$ cat config.mk
export PLATFORM = sky130hd
export DESIGN_NAME = bss_switchover
export DESIGN_NICKNAME = d
export VERILOG_FILES = /design/src/bss_pkg.sv /design/src/bss_switchover.sv
export VERILOG_INCLUDE_DIRS = /design/src
export SDC_FILE = /design/constraint.sdc
export NUM_CORES = 1
export LEC_CHECK = 0
export BUFFER_PORTS_ARGS = -buffer_cell sky130_fd_sc_hd__clkbuf_2
export CAP_MARGIN = 5
export CORE_MARGIN = 2
export CORE_UTILIZATION = 30
export DETAILED_ROUTE_END_ITERATION = 7
export GPL_TIMING_DRIVEN = 0
export HOLD_SLACK_MARGIN = 0.08
export PLACE_DENSITY_LB_ADDON = 0.15
export SETUP_SLACK_MARGIN = 0.05
export SYNTH_ARGS = -nofsm -noshare
export SYNTH_HDL_FRONTEND = slang
export SYNTH_SLANG_ARGS = --single-unit
$ cat constraint.sdc
create_clock -name mclk -period 2.3 [get_ports mclk]
set_input_delay 0.575 -clock mclk [delete_from_list [all_inputs] [get_ports mclk]]
set_output_delay 0.575 -clock mclk [all_outputs]
set_load 0.02 [all_outputs]
$ cat src/bss_defs.svh
`ifndef BSS_DEFS_SVH
`define BSS_DEFS_SVH

// ----------------------------------------------------------------
// Register offsets
// ----------------------------------------------------------------
`define BSS_ADDR_CTRL 8'h18
`define BSS_ADDR_STAT 8'h19
`define BSS_ADDR_CLR 8'h1A
`define BSS_ADDR_IEN 8'h1B
`define BSS_ADDR_MODE 8'h1C

// ----------------------------------------------------------------
// Control register fields and reset value
// ----------------------------------------------------------------
`define BSS_CTRL_SEL_LO 0
`define BSS_CTRL_SEL_HI 1
`define BSS_CTRL_FORCE_OPEN 2
`define BSS_CTRL_DET_DIS 3
`define BSS_CTRL_RST 4'h0

// ----------------------------------------------------------------
// Status and interrupt bits
// ----------------------------------------------------------------
`define BSS_EV_ALARM 0
`define BSS_EV_TIMER 1
`define BSS_EV_UPDATE 2
`define BSS_EV_TO_BACKUP 3
`define BSS_EV_TO_NORMAL 4
`define BSS_EV_W 5

// ----------------------------------------------------------------
// Timing in nanoseconds
// ----------------------------------------------------------------
`define BSS_CLK_NS 50
`define BSS_DELAY_NS 62500000
`define BSS_WIN0_NS 2000000
`define BSS_WIN1_NS 16000000
`define BSS_WIN2_NS 128000000
`define BSS_WIN3_NS 256000000

`endif

$ cat src/bss_pkg.sv
package bss_pkg;

	typedef enum logic [1:0] {
		BSS_IDLE,
		BSS_DELAY,
		BSS_WINDOW
	} bss_state_e;

	typedef struct packed {
		logic [7:0] addr;
		logic [7:0] wdata;
		logic we;
		logic re;
	} bss_req_s;

	typedef struct packed {
		logic alarm;
		logic timer;
		logic update;
	} bss_evt_s;

endpackage : bss_pkg

$ cat src/bss_switchover.sv
// Operation
// - In backup mode the host interface is disabled and the clock output is held low.
// - In backup mode the interrupt pin is released while event flags still set as normal.
// - Compensation runs whenever a supply is above its minimum and battery-low detection always runs.
// - A supply drop is judged only while the switch is open and the comparator enabled.
// - A window that finds the supply at or below threshold keeps the switch open and selects backup.
// - A window that finds the supply above threshold closes the switch and selects normal.
// - In normal mode the switch is closed between the once-per-second windows.
// - Detection of a removed supply may take up to one second.
// - The comparator stays enabled for the whole selected window each second.
// - A clear detector-disable bit enables switchover; when set, the force-open bit fixes the switch.
// - Window select codes 0..3 give 2, 16, 128 and 256 ms and the level is taken at window end.
// - The comparator enable rises 62.5 ms after each seconds increment.
//
// Design decision made here: the plain strobed port.
`include "bss_defs.svh"

module bss_switchover #(
	parameter int unsigned DELAY_CYC = `BSS_DELAY_NS / `BSS_CLK_NS,
	parameter int unsigned WIN0_CYC = `BSS_WIN0_NS / `BSS_CLK_NS,
	parameter int unsigned WIN1_CYC = `BSS_WIN1_NS / `BSS_CLK_NS,
	parameter int unsigned WIN2_CYC = `BSS_WIN2_NS / `BSS_CLK_NS,
	parameter int unsigned WIN3_CYC = `BSS_WIN3_NS / `BSS_CLK_NS
) (
	input wire logic mclk,
	input wire logic rst,
	input wire bss_pkg::bss_req_s bus_req,
	output logic [7:0] bus_rdata,
	input wire logic sec_tick,
	input wire bss_pkg::bss_evt_s evt,
	input wire logic supply_above_thr,
	input wire logic compensation_min_supply_ok,
	input wire logic freq_clock_in,
	output logic freq_clock_out,
	output logic host_if_en,
	output logic int_pin_out,
	output logic int_pin_oe,
	output logic irq,
	output logic switch_open,
	output logic comparator_enable_strobe,
	output logic backup_mode,
	output logic comp_run,
	output logic batt_low_det_en
);
	import bss_pkg::*;

	// ----------------------------------------------------------------
	// Pin synchronisers
	// ----------------------------------------------------------------
	logic above_meta_r;
	logic above_s_r;
	logic tmin_meta_r;
	logic tmin_s_r;

	always_ff @(posedge mclk or posedge rst) begin
		if (rst) begin
			above_meta_r <= 1'b1;
			above_s_r <= 1'b1;
			tmin_meta_r <= 1'b0;
			tmin_s_r <= 1'b0;
		end else begin
			above_meta_r <= supply_above_thr;
			above_s_r <= above_meta_r;
			tmin_meta_r <= compensation_min_supply_ok;
			tmin_s_r <= tmin_meta_r;
		end
	end

	// ----------------------------------------------------------------
	// Register bus decode
	// ----------------------------------------------------------------
	logic [3:0] ctrl_r;
	logic [`BSS_EV_W-1:0] stat_r;
	logic [`BSS_EV_W-1:0] ien_r;
	logic [7:0] rdata_r;
	logic backup_r;
	bss_state_e state_r;

	// The bus pins are unpowered in backup mode, so every access is dropped.
	wire bus_live = !backup_r;
	wire wr = bus_req.we && bus_live;
	wire rd = bus_req.re && bus_live;
	wire wr_ctrl = wr && (bus_req.addr == `BSS_ADDR_CTRL);
	wire wr_clr = wr && (bus_req.addr == `BSS_ADDR_CLR);
	wire wr_ien = wr && (bus_req.addr == `BSS_ADDR_IEN);
	wire det_dis = ctrl_r[`BSS_CTRL_DET_DIS];
	wire force_open = ctrl_r[`BSS_CTRL_FORCE_OPEN];
	wire [1:0] win_sel = {ctrl_r[`BSS_CTRL_SEL_HI], ctrl_r[`BSS_CTRL_SEL_LO]};
	wire st_window = (state_r == BSS_WINDOW);
	wire [7:0] mode_word = {5'h00, st_window, switch_open, backup_r};

	logic [7:0] rd_mux;
	always_comb begin
		case (bus_req.addr)
			`BSS_ADDR_CTRL: rd_mux = {4'h0, ctrl_r};
			`BSS_ADDR_STAT: rd_mux = {3'h0, stat_r};
			`BSS_ADDR_IEN: rd_mux = {3'h0, ien_r};
			`BSS_ADDR_MODE: rd_mux = mode_word;
			default: rd_mux = 8'h00;
		endcase
	end

	always_ff @(posedge mclk or posedge rst) begin
		if (rst) begin
			ctrl_r <= `BSS_CTRL_RST;
			ien_r <= 5'h00;
			rdata_r <= 8'h00;
		end else begin
			if (wr_ctrl) begin
				ctrl_r <= bus_req.wdata[3:0];
			end
			if (wr_ien) begin
				ien_r <= bus_req.wdata[`BSS_EV_W-1:0];
			end
			rdata_r <= rd ? rd_mux : 8'h00;
		end
	end

	assign bus_rdata = rdata_r;

	// ----------------------------------------------------------------
	// Sampling sequencer
	// ----------------------------------------------------------------
	// Window length is fixed when the window opens, so a select write during it cannot cut it short.
	logic [31:0] win_len;
	always_comb begin
		case (win_sel)
			2'h0: win_len = 32'(WIN0_CYC);
			2'h1: win_len = 32'(WIN1_CYC);
			2'h2: win_len = 32'(WIN2_CYC);
			default: win_len = 32'(WIN3_CYC);
		endcase
	end

	logic [31:0] cnt_r;
	logic [31:0] cur_len_r;
	wire cnt_done = (cnt_r == 32'h0000_0000);
	wire win_end = st_window && cnt_done;

	always_ff @(posedge mclk or posedge rst) begin
		if (rst) begin
			state_r <= BSS_IDLE;
			cnt_r <= 32'h0000_0000;
			cur_len_r <= 32'h0000_0000;
			backup_r <= 1'b0;
		end else if (det_dis) begin
			state_r <= BSS_IDLE;
			cnt_r <= 32'h0000_0000;
			backup_r <= 1'b0;
		end else begin
			case (state_r)
				BSS_IDLE: begin
					if (sec_tick) begin
						state_r <= BSS_DELAY;
						cnt_r <= 32'(DELAY_CYC - 1);
					end
				end
				BSS_DELAY: begin
					if (cnt_done) begin
						state_r <= BSS_WINDOW;
						cnt_r <= win_len - 32'h0000_0001;
						cur_len_r <= win_len;
					end else begin
						cnt_r <= cnt_r - 32'h0000_0001;
					end
				end
				BSS_WINDOW: begin
					if (cnt_done) begin
						state_r <= BSS_IDLE;
						backup_r <= !above_s_r;
					end else begin
						cnt_r <= cnt_r - 32'h0000_0001;
					end
				end
				default: begin
					state_r <= BSS_IDLE;
				end
			endcase
		end
	end

	// ----------------------------------------------------------------
	// Switch and pin control
	// ----------------------------------------------------------------
	assign comparator_enable_strobe = st_window && !det_dis;
	// Closed between windows in normal mode; open in backup or while sampling.
	assign switch_open = det_dis ? force_open : (st_window || backup_r);
	assign backup_mode = backup_r;
	assign host_if_en = !backup_r;
	assign freq_clock_out = freq_clock_in && !backup_r;
	assign comp_run = tmin_s_r;
	assign batt_low_det_en = 1'b1;

	// ----------------------------------------------------------------
	// Event flags and interrupt
	// ----------------------------------------------------------------
	wire to_backup = win_end && !det_dis && !backup_r && !above_s_r;
	wire to_normal = win_end && !det_dis && backup_r && above_s_r;
	wire [`BSS_EV_W-1:0] ev_set = {to_normal, to_backup, evt.update, evt.timer, evt.alarm};
	wire [`BSS_EV_W-1:0] ev_clr = wr_clr ? bus_req.wdata[`BSS_EV_W-1:0] : 5'h00;

	always_ff @(posedge mclk or posedge rst) begin
		if (rst) begin
			stat_r <= 5'h00;
		end else begin
			// A set in the clearing cycle wins; flags keep running in backup mode.
			stat_r <= (stat_r & ~ev_clr) | ev_set;
		end
	end

	assign irq = |(stat_r & ien_r);
	assign int_pin_out = 1'b0;
	assign int_pin_oe = irq && !backup_r;

	// ----------------------------------------------------------------
	// Checks
	// ----------------------------------------------------------------
	logic [31:0] on_cnt_r;
	always_ff @(posedge mclk or posedge rst) begin
		if (rst) begin
			on_cnt_r <= 32'h0000_0000;
		end else begin
			on_cnt_r <= comparator_enable_strobe ? on_cnt_r + 32'h0000_0001 : 32'h0000_0000;
		end
	end
endmodule : bss_switchover

# After elaboration in Yosys (flattened, before gate mapping)
# Cells that the tools add are included.
[word_totals]
ff_bits = 61
in_bits = 27
output_inout_bits = 18
wordCells = 76
[op_classes]
n_addsub = 2
mux = 18
n_bitwise = 4
n_reduce_logical = 28
n_eq_ne = 13
[ops]
columns = ["op", "n"]
rows = [
  ["32-bit two-way mux", 4],
  ["32-bit case mux with 3 select lines", 1],
  ["23-bit case mux with 3 select lines", 1],
  ["32-bit by 1-bit subtractor with 32-bit output, second input constant", 2],
  ["8-bit by 5-bit == test with 1-bit output, second input constant", 5],
  ["32-bit zero test", 1],
  ["5-bit case mux with 4 select lines", 1],
  ["1-bit logical AND", 14],
  ["5-bit bitwise AND", 2],
  ["3-bit != test, second input constant", 3],
  ["2-bit two-way mux", 4],
  ["8-bit two-way mux", 1],
  ["2-bit case mux with 3 select lines", 1],
  ["3-bit AND reduction", 2],
  ["5-bit two-way mux", 1],
  ["5-bit NOT", 1],
  ["5-bit bitwise OR", 1],
  ["5-bit OR reduction", 1],
  ["2-bit by 1-bit == test with 1-bit output, second input constant", 2],
  ["2-bit == test, second input constant", 2],
  ["2-bit zero test", 2],
  ["1-bit two-way mux", 4],
  ["2-bit nonzero test", 2],
  ["4-bit nonzero test", 1],
  ["4 further kinds", 6],
]

# Longest topological paths before layout
[depth]
depth_word = 7
ltp_mapped = 10

# Worst setup path before layout
# OpenSTA, ideal clock, no wires.
[synth_timing]
path_kind = "register to register"
start = "register cnt_r[0]"
end = "register cnt_r[21]"
slack_ns = -0.091
path_stages_with_launch = 10
t_arrival_ns = 2.268
synth_period_minus_slack_ns = 2.391
cell_sequence = "dfrtp_1 > inv_1 > ha_1 > nor4b_1 > nand4_1 > nor4_4 > buf_6 > nor2_4 > a21o_1 > o2bb2ai_1"
[synth_via]
elab_chain_len = 4
word_cells_on_any_way = 8
classes_between = "add/sub: 1; eq/ne: 1; mux: 4; reduce/logical: 2"
[synth_rtl]
columns = ["item", "line_no", "source"]
rows = [
  ["from (decl)", "bss_switchover.sv:135", "logic [31:0] cnt_r;"],
  ["from (signal assigned)", "bss_switchover.sv:155", "cnt_r <= 32'(DELAY_CYC - 1);"],
  ["from (signal assigned)", "bss_switchover.sv:161", "cnt_r <= win_len - 32'h0000_0001;"],
  ["from (signal assigned)", "bss_switchover.sv:164", "cnt_r <= cnt_r - 32'h0000_0001;"],
  ["32-bit by 1-bit subtractor with 32-bit output / 32-bit zero test (equally long branches)", "bss_switchover.sv:164, bss_switchover.sv:172, bss_switchover.sv:137", ""],
  ["32-bit two-way mux, on equally long branches", "bss_switchover.sv:168, bss_switchover.sv:159", ""],
  ["32-bit case mux with 3 select lines", "bss_switchover.sv:151", "case (state_r)"],
  ["32-bit two-way mux", "bss_switchover.sv:146", "end else if (det_dis) begin"],
]
# Several ways; a longest one is shown, not always the timed one. The select of a mux whose other input is x is not followed.
# A chain may end at the register's enable or synchronous reset.

# Final worst setup path
[layout_timing]
start = "register cnt_r[0]"
end = "register cnt_r[23]"
# Same word-level chain as after synthesis.

==> metrics.txt <==
status=complete, but fails checks; violated checks=setup timing; Min Hold Slack=0.297 ns; Die X=116 um; Post-Route Skew=0.00716 ns; kind of path behind the tightest hold check=in -> async; Setup TNS=-0.749 ns; area leader, netlist=dfrtp_1; most common cell in the netlist=dfrtp_1; slew margin rel.=0.500; simple-gate share of the synthesized area=0.254; GR Layer Usage met1=0.248; CP Launch Type=flop; clock latency at the later pin of the worst-skew pair=0.33 ns; CTS Buffer Depth=2; Synth Cell Area=3770 um^2; Num Clock Sinks=58; highest clock rate=417 MHz; IO Port Bufs=34; gr usage total=0.193; maximum vdd ir drop=0.347 mV; Top Ports=45; Post-Place Cell Area=4190 um^2; period utilization=1.04; busiest grt layer=met2; Mapped Cells=425; total CTS buffers=9; Post-Route WL=approximately 13000 um; final setup violating endpoints=14; mux contribution to synthesized area=0.0461; Ys Warns=0; final worst setup slack=-0.100 ns; end-of-flow core utilization=0.449; number of remaining DRC errors=0; # hold bufs at CTS=0; total chip power=approximately 5.2 mW; PwrDens=956 nW/um^2; r2r setup slk=-0.10 ns; grt ovf=0; Mean Syn Cell Area=8.87 um^2; num rows=40; top fanout value on the critical path=5; delay-heaviest family, CP=simple AND/OR/NAND/NOR gates; antenna viol nets, final=0; Root Buffer=clkbuf_16; Clk pin slew, worst setup/hold paths=0.05 ns; Die Height=116 um; first-pass GRT wire length=19500 um; core footprint=12200 um^2; most frequent cells after synthesis=56 x dfrtp_1, 38 x nand2_1, 31 x nor2_1; Setup crit end kind=flop; vias in the first global route=3615; share of cells above drive strength 1=0.427; antenna fix cells=0; EDFF count, synth=0; GPL Wtd Cong=0.843; FF+latch count, synth=58; Starting Density=0.310; met2 GRT Util=0.310; WP data arrival=2.61 ns; initial antenna violation count=0; Place WS=-0.736 ns; final hold violations=0; Post-Synth XOR/XNOR Area=0.00697; largest net degree at the start of global routing=33; P&R area growth vs syn=45.1%; final non-filler cell total=697; DR WL/cell=around 18 um; P_leak=2.33 nW; Slew Viols, Final=0; Netlist cell types=67; CP bufs+invs=2; ys flop type=dfrtp_1; CTS tree=yes; Tmin final=2.40 ns; Async SR Flop Fraction=1.00; Synth area leaders=dfrtp_1 37%, ha_1 4.6%, nand2_1 3.8%; Compound-Gate Fraction of Synth Area=0.208; worst-path cell chain=inv_2 -> ha_4 -> or4b_4 -> nor3_4 -> buf_6 -> nand3_2 -> a32oi_4 -> or4_1 -> nand3_1; largest family of logic cells by synthesized area=simple AND/OR/NAND/NOR gates; max_cap viols=0; Cells after DPL=between 600 and 700; htree depth=3; CP max stage delay=about 0.49 ns; met3 Use GR=0.0408; number of vias in the routed layout=3813; Data required, critical path=2.51 ns; Synth top area share=0.372; Pre-antenna DRT Iters=4; adder-cell area share of the yosys netlist=0.0465; Design Area, Final=5470 um^2; Seq/Total Area, Yosys=0.386; CP Class=reg -> reg; slowest CP cell=or4b_4; Detailed Place HPWL=approximately 8600 um; vias per cell=5.47; NumNets Final=565; initial DRC count=277; die area=13500 um^2; RSZ-0062 raised after global routing=true; Tightest Pin Transition=0.750 ns
path summary, 6_finish.rpt:
kind / start / endpoint / cells after the start
worst min register to register: above_meta_r / above_s_r / 0
worst max register to register: cnt_r[0] / cnt_r[23] / 9
worst max-delay path: cnt_r[0] / cnt_r[23] / 9
min in group mclk: supply_above_thr / above_meta_r / 1
worst min-delay path: rst / stat_r[4] / 2
max in group asynchronous: rst / cnt_r[11] / 3
layout by cell type, fill, tap and decap left out, types with 16 or more instances in the layout:
| master | instances |
|---|---|
| dfrtp_1 | 54 |
| buf_6 | 21 |
| clkbuf_2 | 35 |
| o21ai_1 | 19 |
| nor2_1 | 28 |
| a21oi_1 | 16 |
| buf_4 | 41 |
| nand2_1 | 31 |
where the power goes:
part / total [mW] / switching [mW] / leakage (nW) / internal, mW
clock network: 1.34 / 0.474 / 0.144 / 0.865
logic: 2.55 / 1.47 / 1.45 / 1.08
registers: 1.34 / 0.177 / 0.738 / 1.16
worst register-to-register path, stage by stage, from the launching register on:
cell     delay [ns]
dfrtp_1        0.38
inv_2          0.08
ha_4           0.13
or4b_4         0.49
nor3_4         0.24
buf_6          0.16
nand3_2        0.19
a32oi_4        0.38
or4_1          0.17
nand3_1        0.07
cells by family (layout without fill, tap and decap cells):
kind of cell               count (synthesis)  in the layout
xor gates and xnor gates                   3              3
adders and majority gates                 14             14
AOI/OAI and AO/OA                        121            121
DFF                                       58             58
and+or+nand+nor                          170            170
buffers and inverters                     41            142
other                                      2              5
muxes                                     16             16
layout make-up:
type                            instances  area, um^2
Buffer                                 16         116
Fill cell                            1139        6700
Sequential cell                        58        1460
Timing Repair Buffer                   91         696
Tap cell                              168         210
Inverter                               19        71.3
Multi-Input combinational cell        329        2630
Clock buffer                           13         250
Clock inverter                          3        40.0
per-layer routing:
| layer | wire (um) | up-vias | part of all wire |
|---|---|---|---|
| met5 | 0 | - | 0 |
| met4 | 445 | 0 | 0.035 |
| met3 | 843 | 36 | 0.066 |
| met2 | 6010 | 153 | 0.47 |
| met1 | 5520 | 1852 | 0.43 |
| li1 | - | 1772 | - |
flip-flops by register name, summed over array words and instances, names as in the netlist:
name          flops
cnt_r            32
bus_rdata         5
ien_r             5
stat_r            5
ctrl_r            4
state_r           2
above_meta_r      1
above_s_r         1
backup_mode       1
comp_run          1
tmin_meta_r       1
what timing repair did:
item / CTS / global route
setup buffers: 35 / 19
resized for setup: 79 / 82
setup endpoints to repair: 37 / 46
hold endpoints to repair: 0 / 0
pin swaps: 26 / 35
gates cloned: 3 / 1
Note: power is estimated with default switching activity, not from simulation.
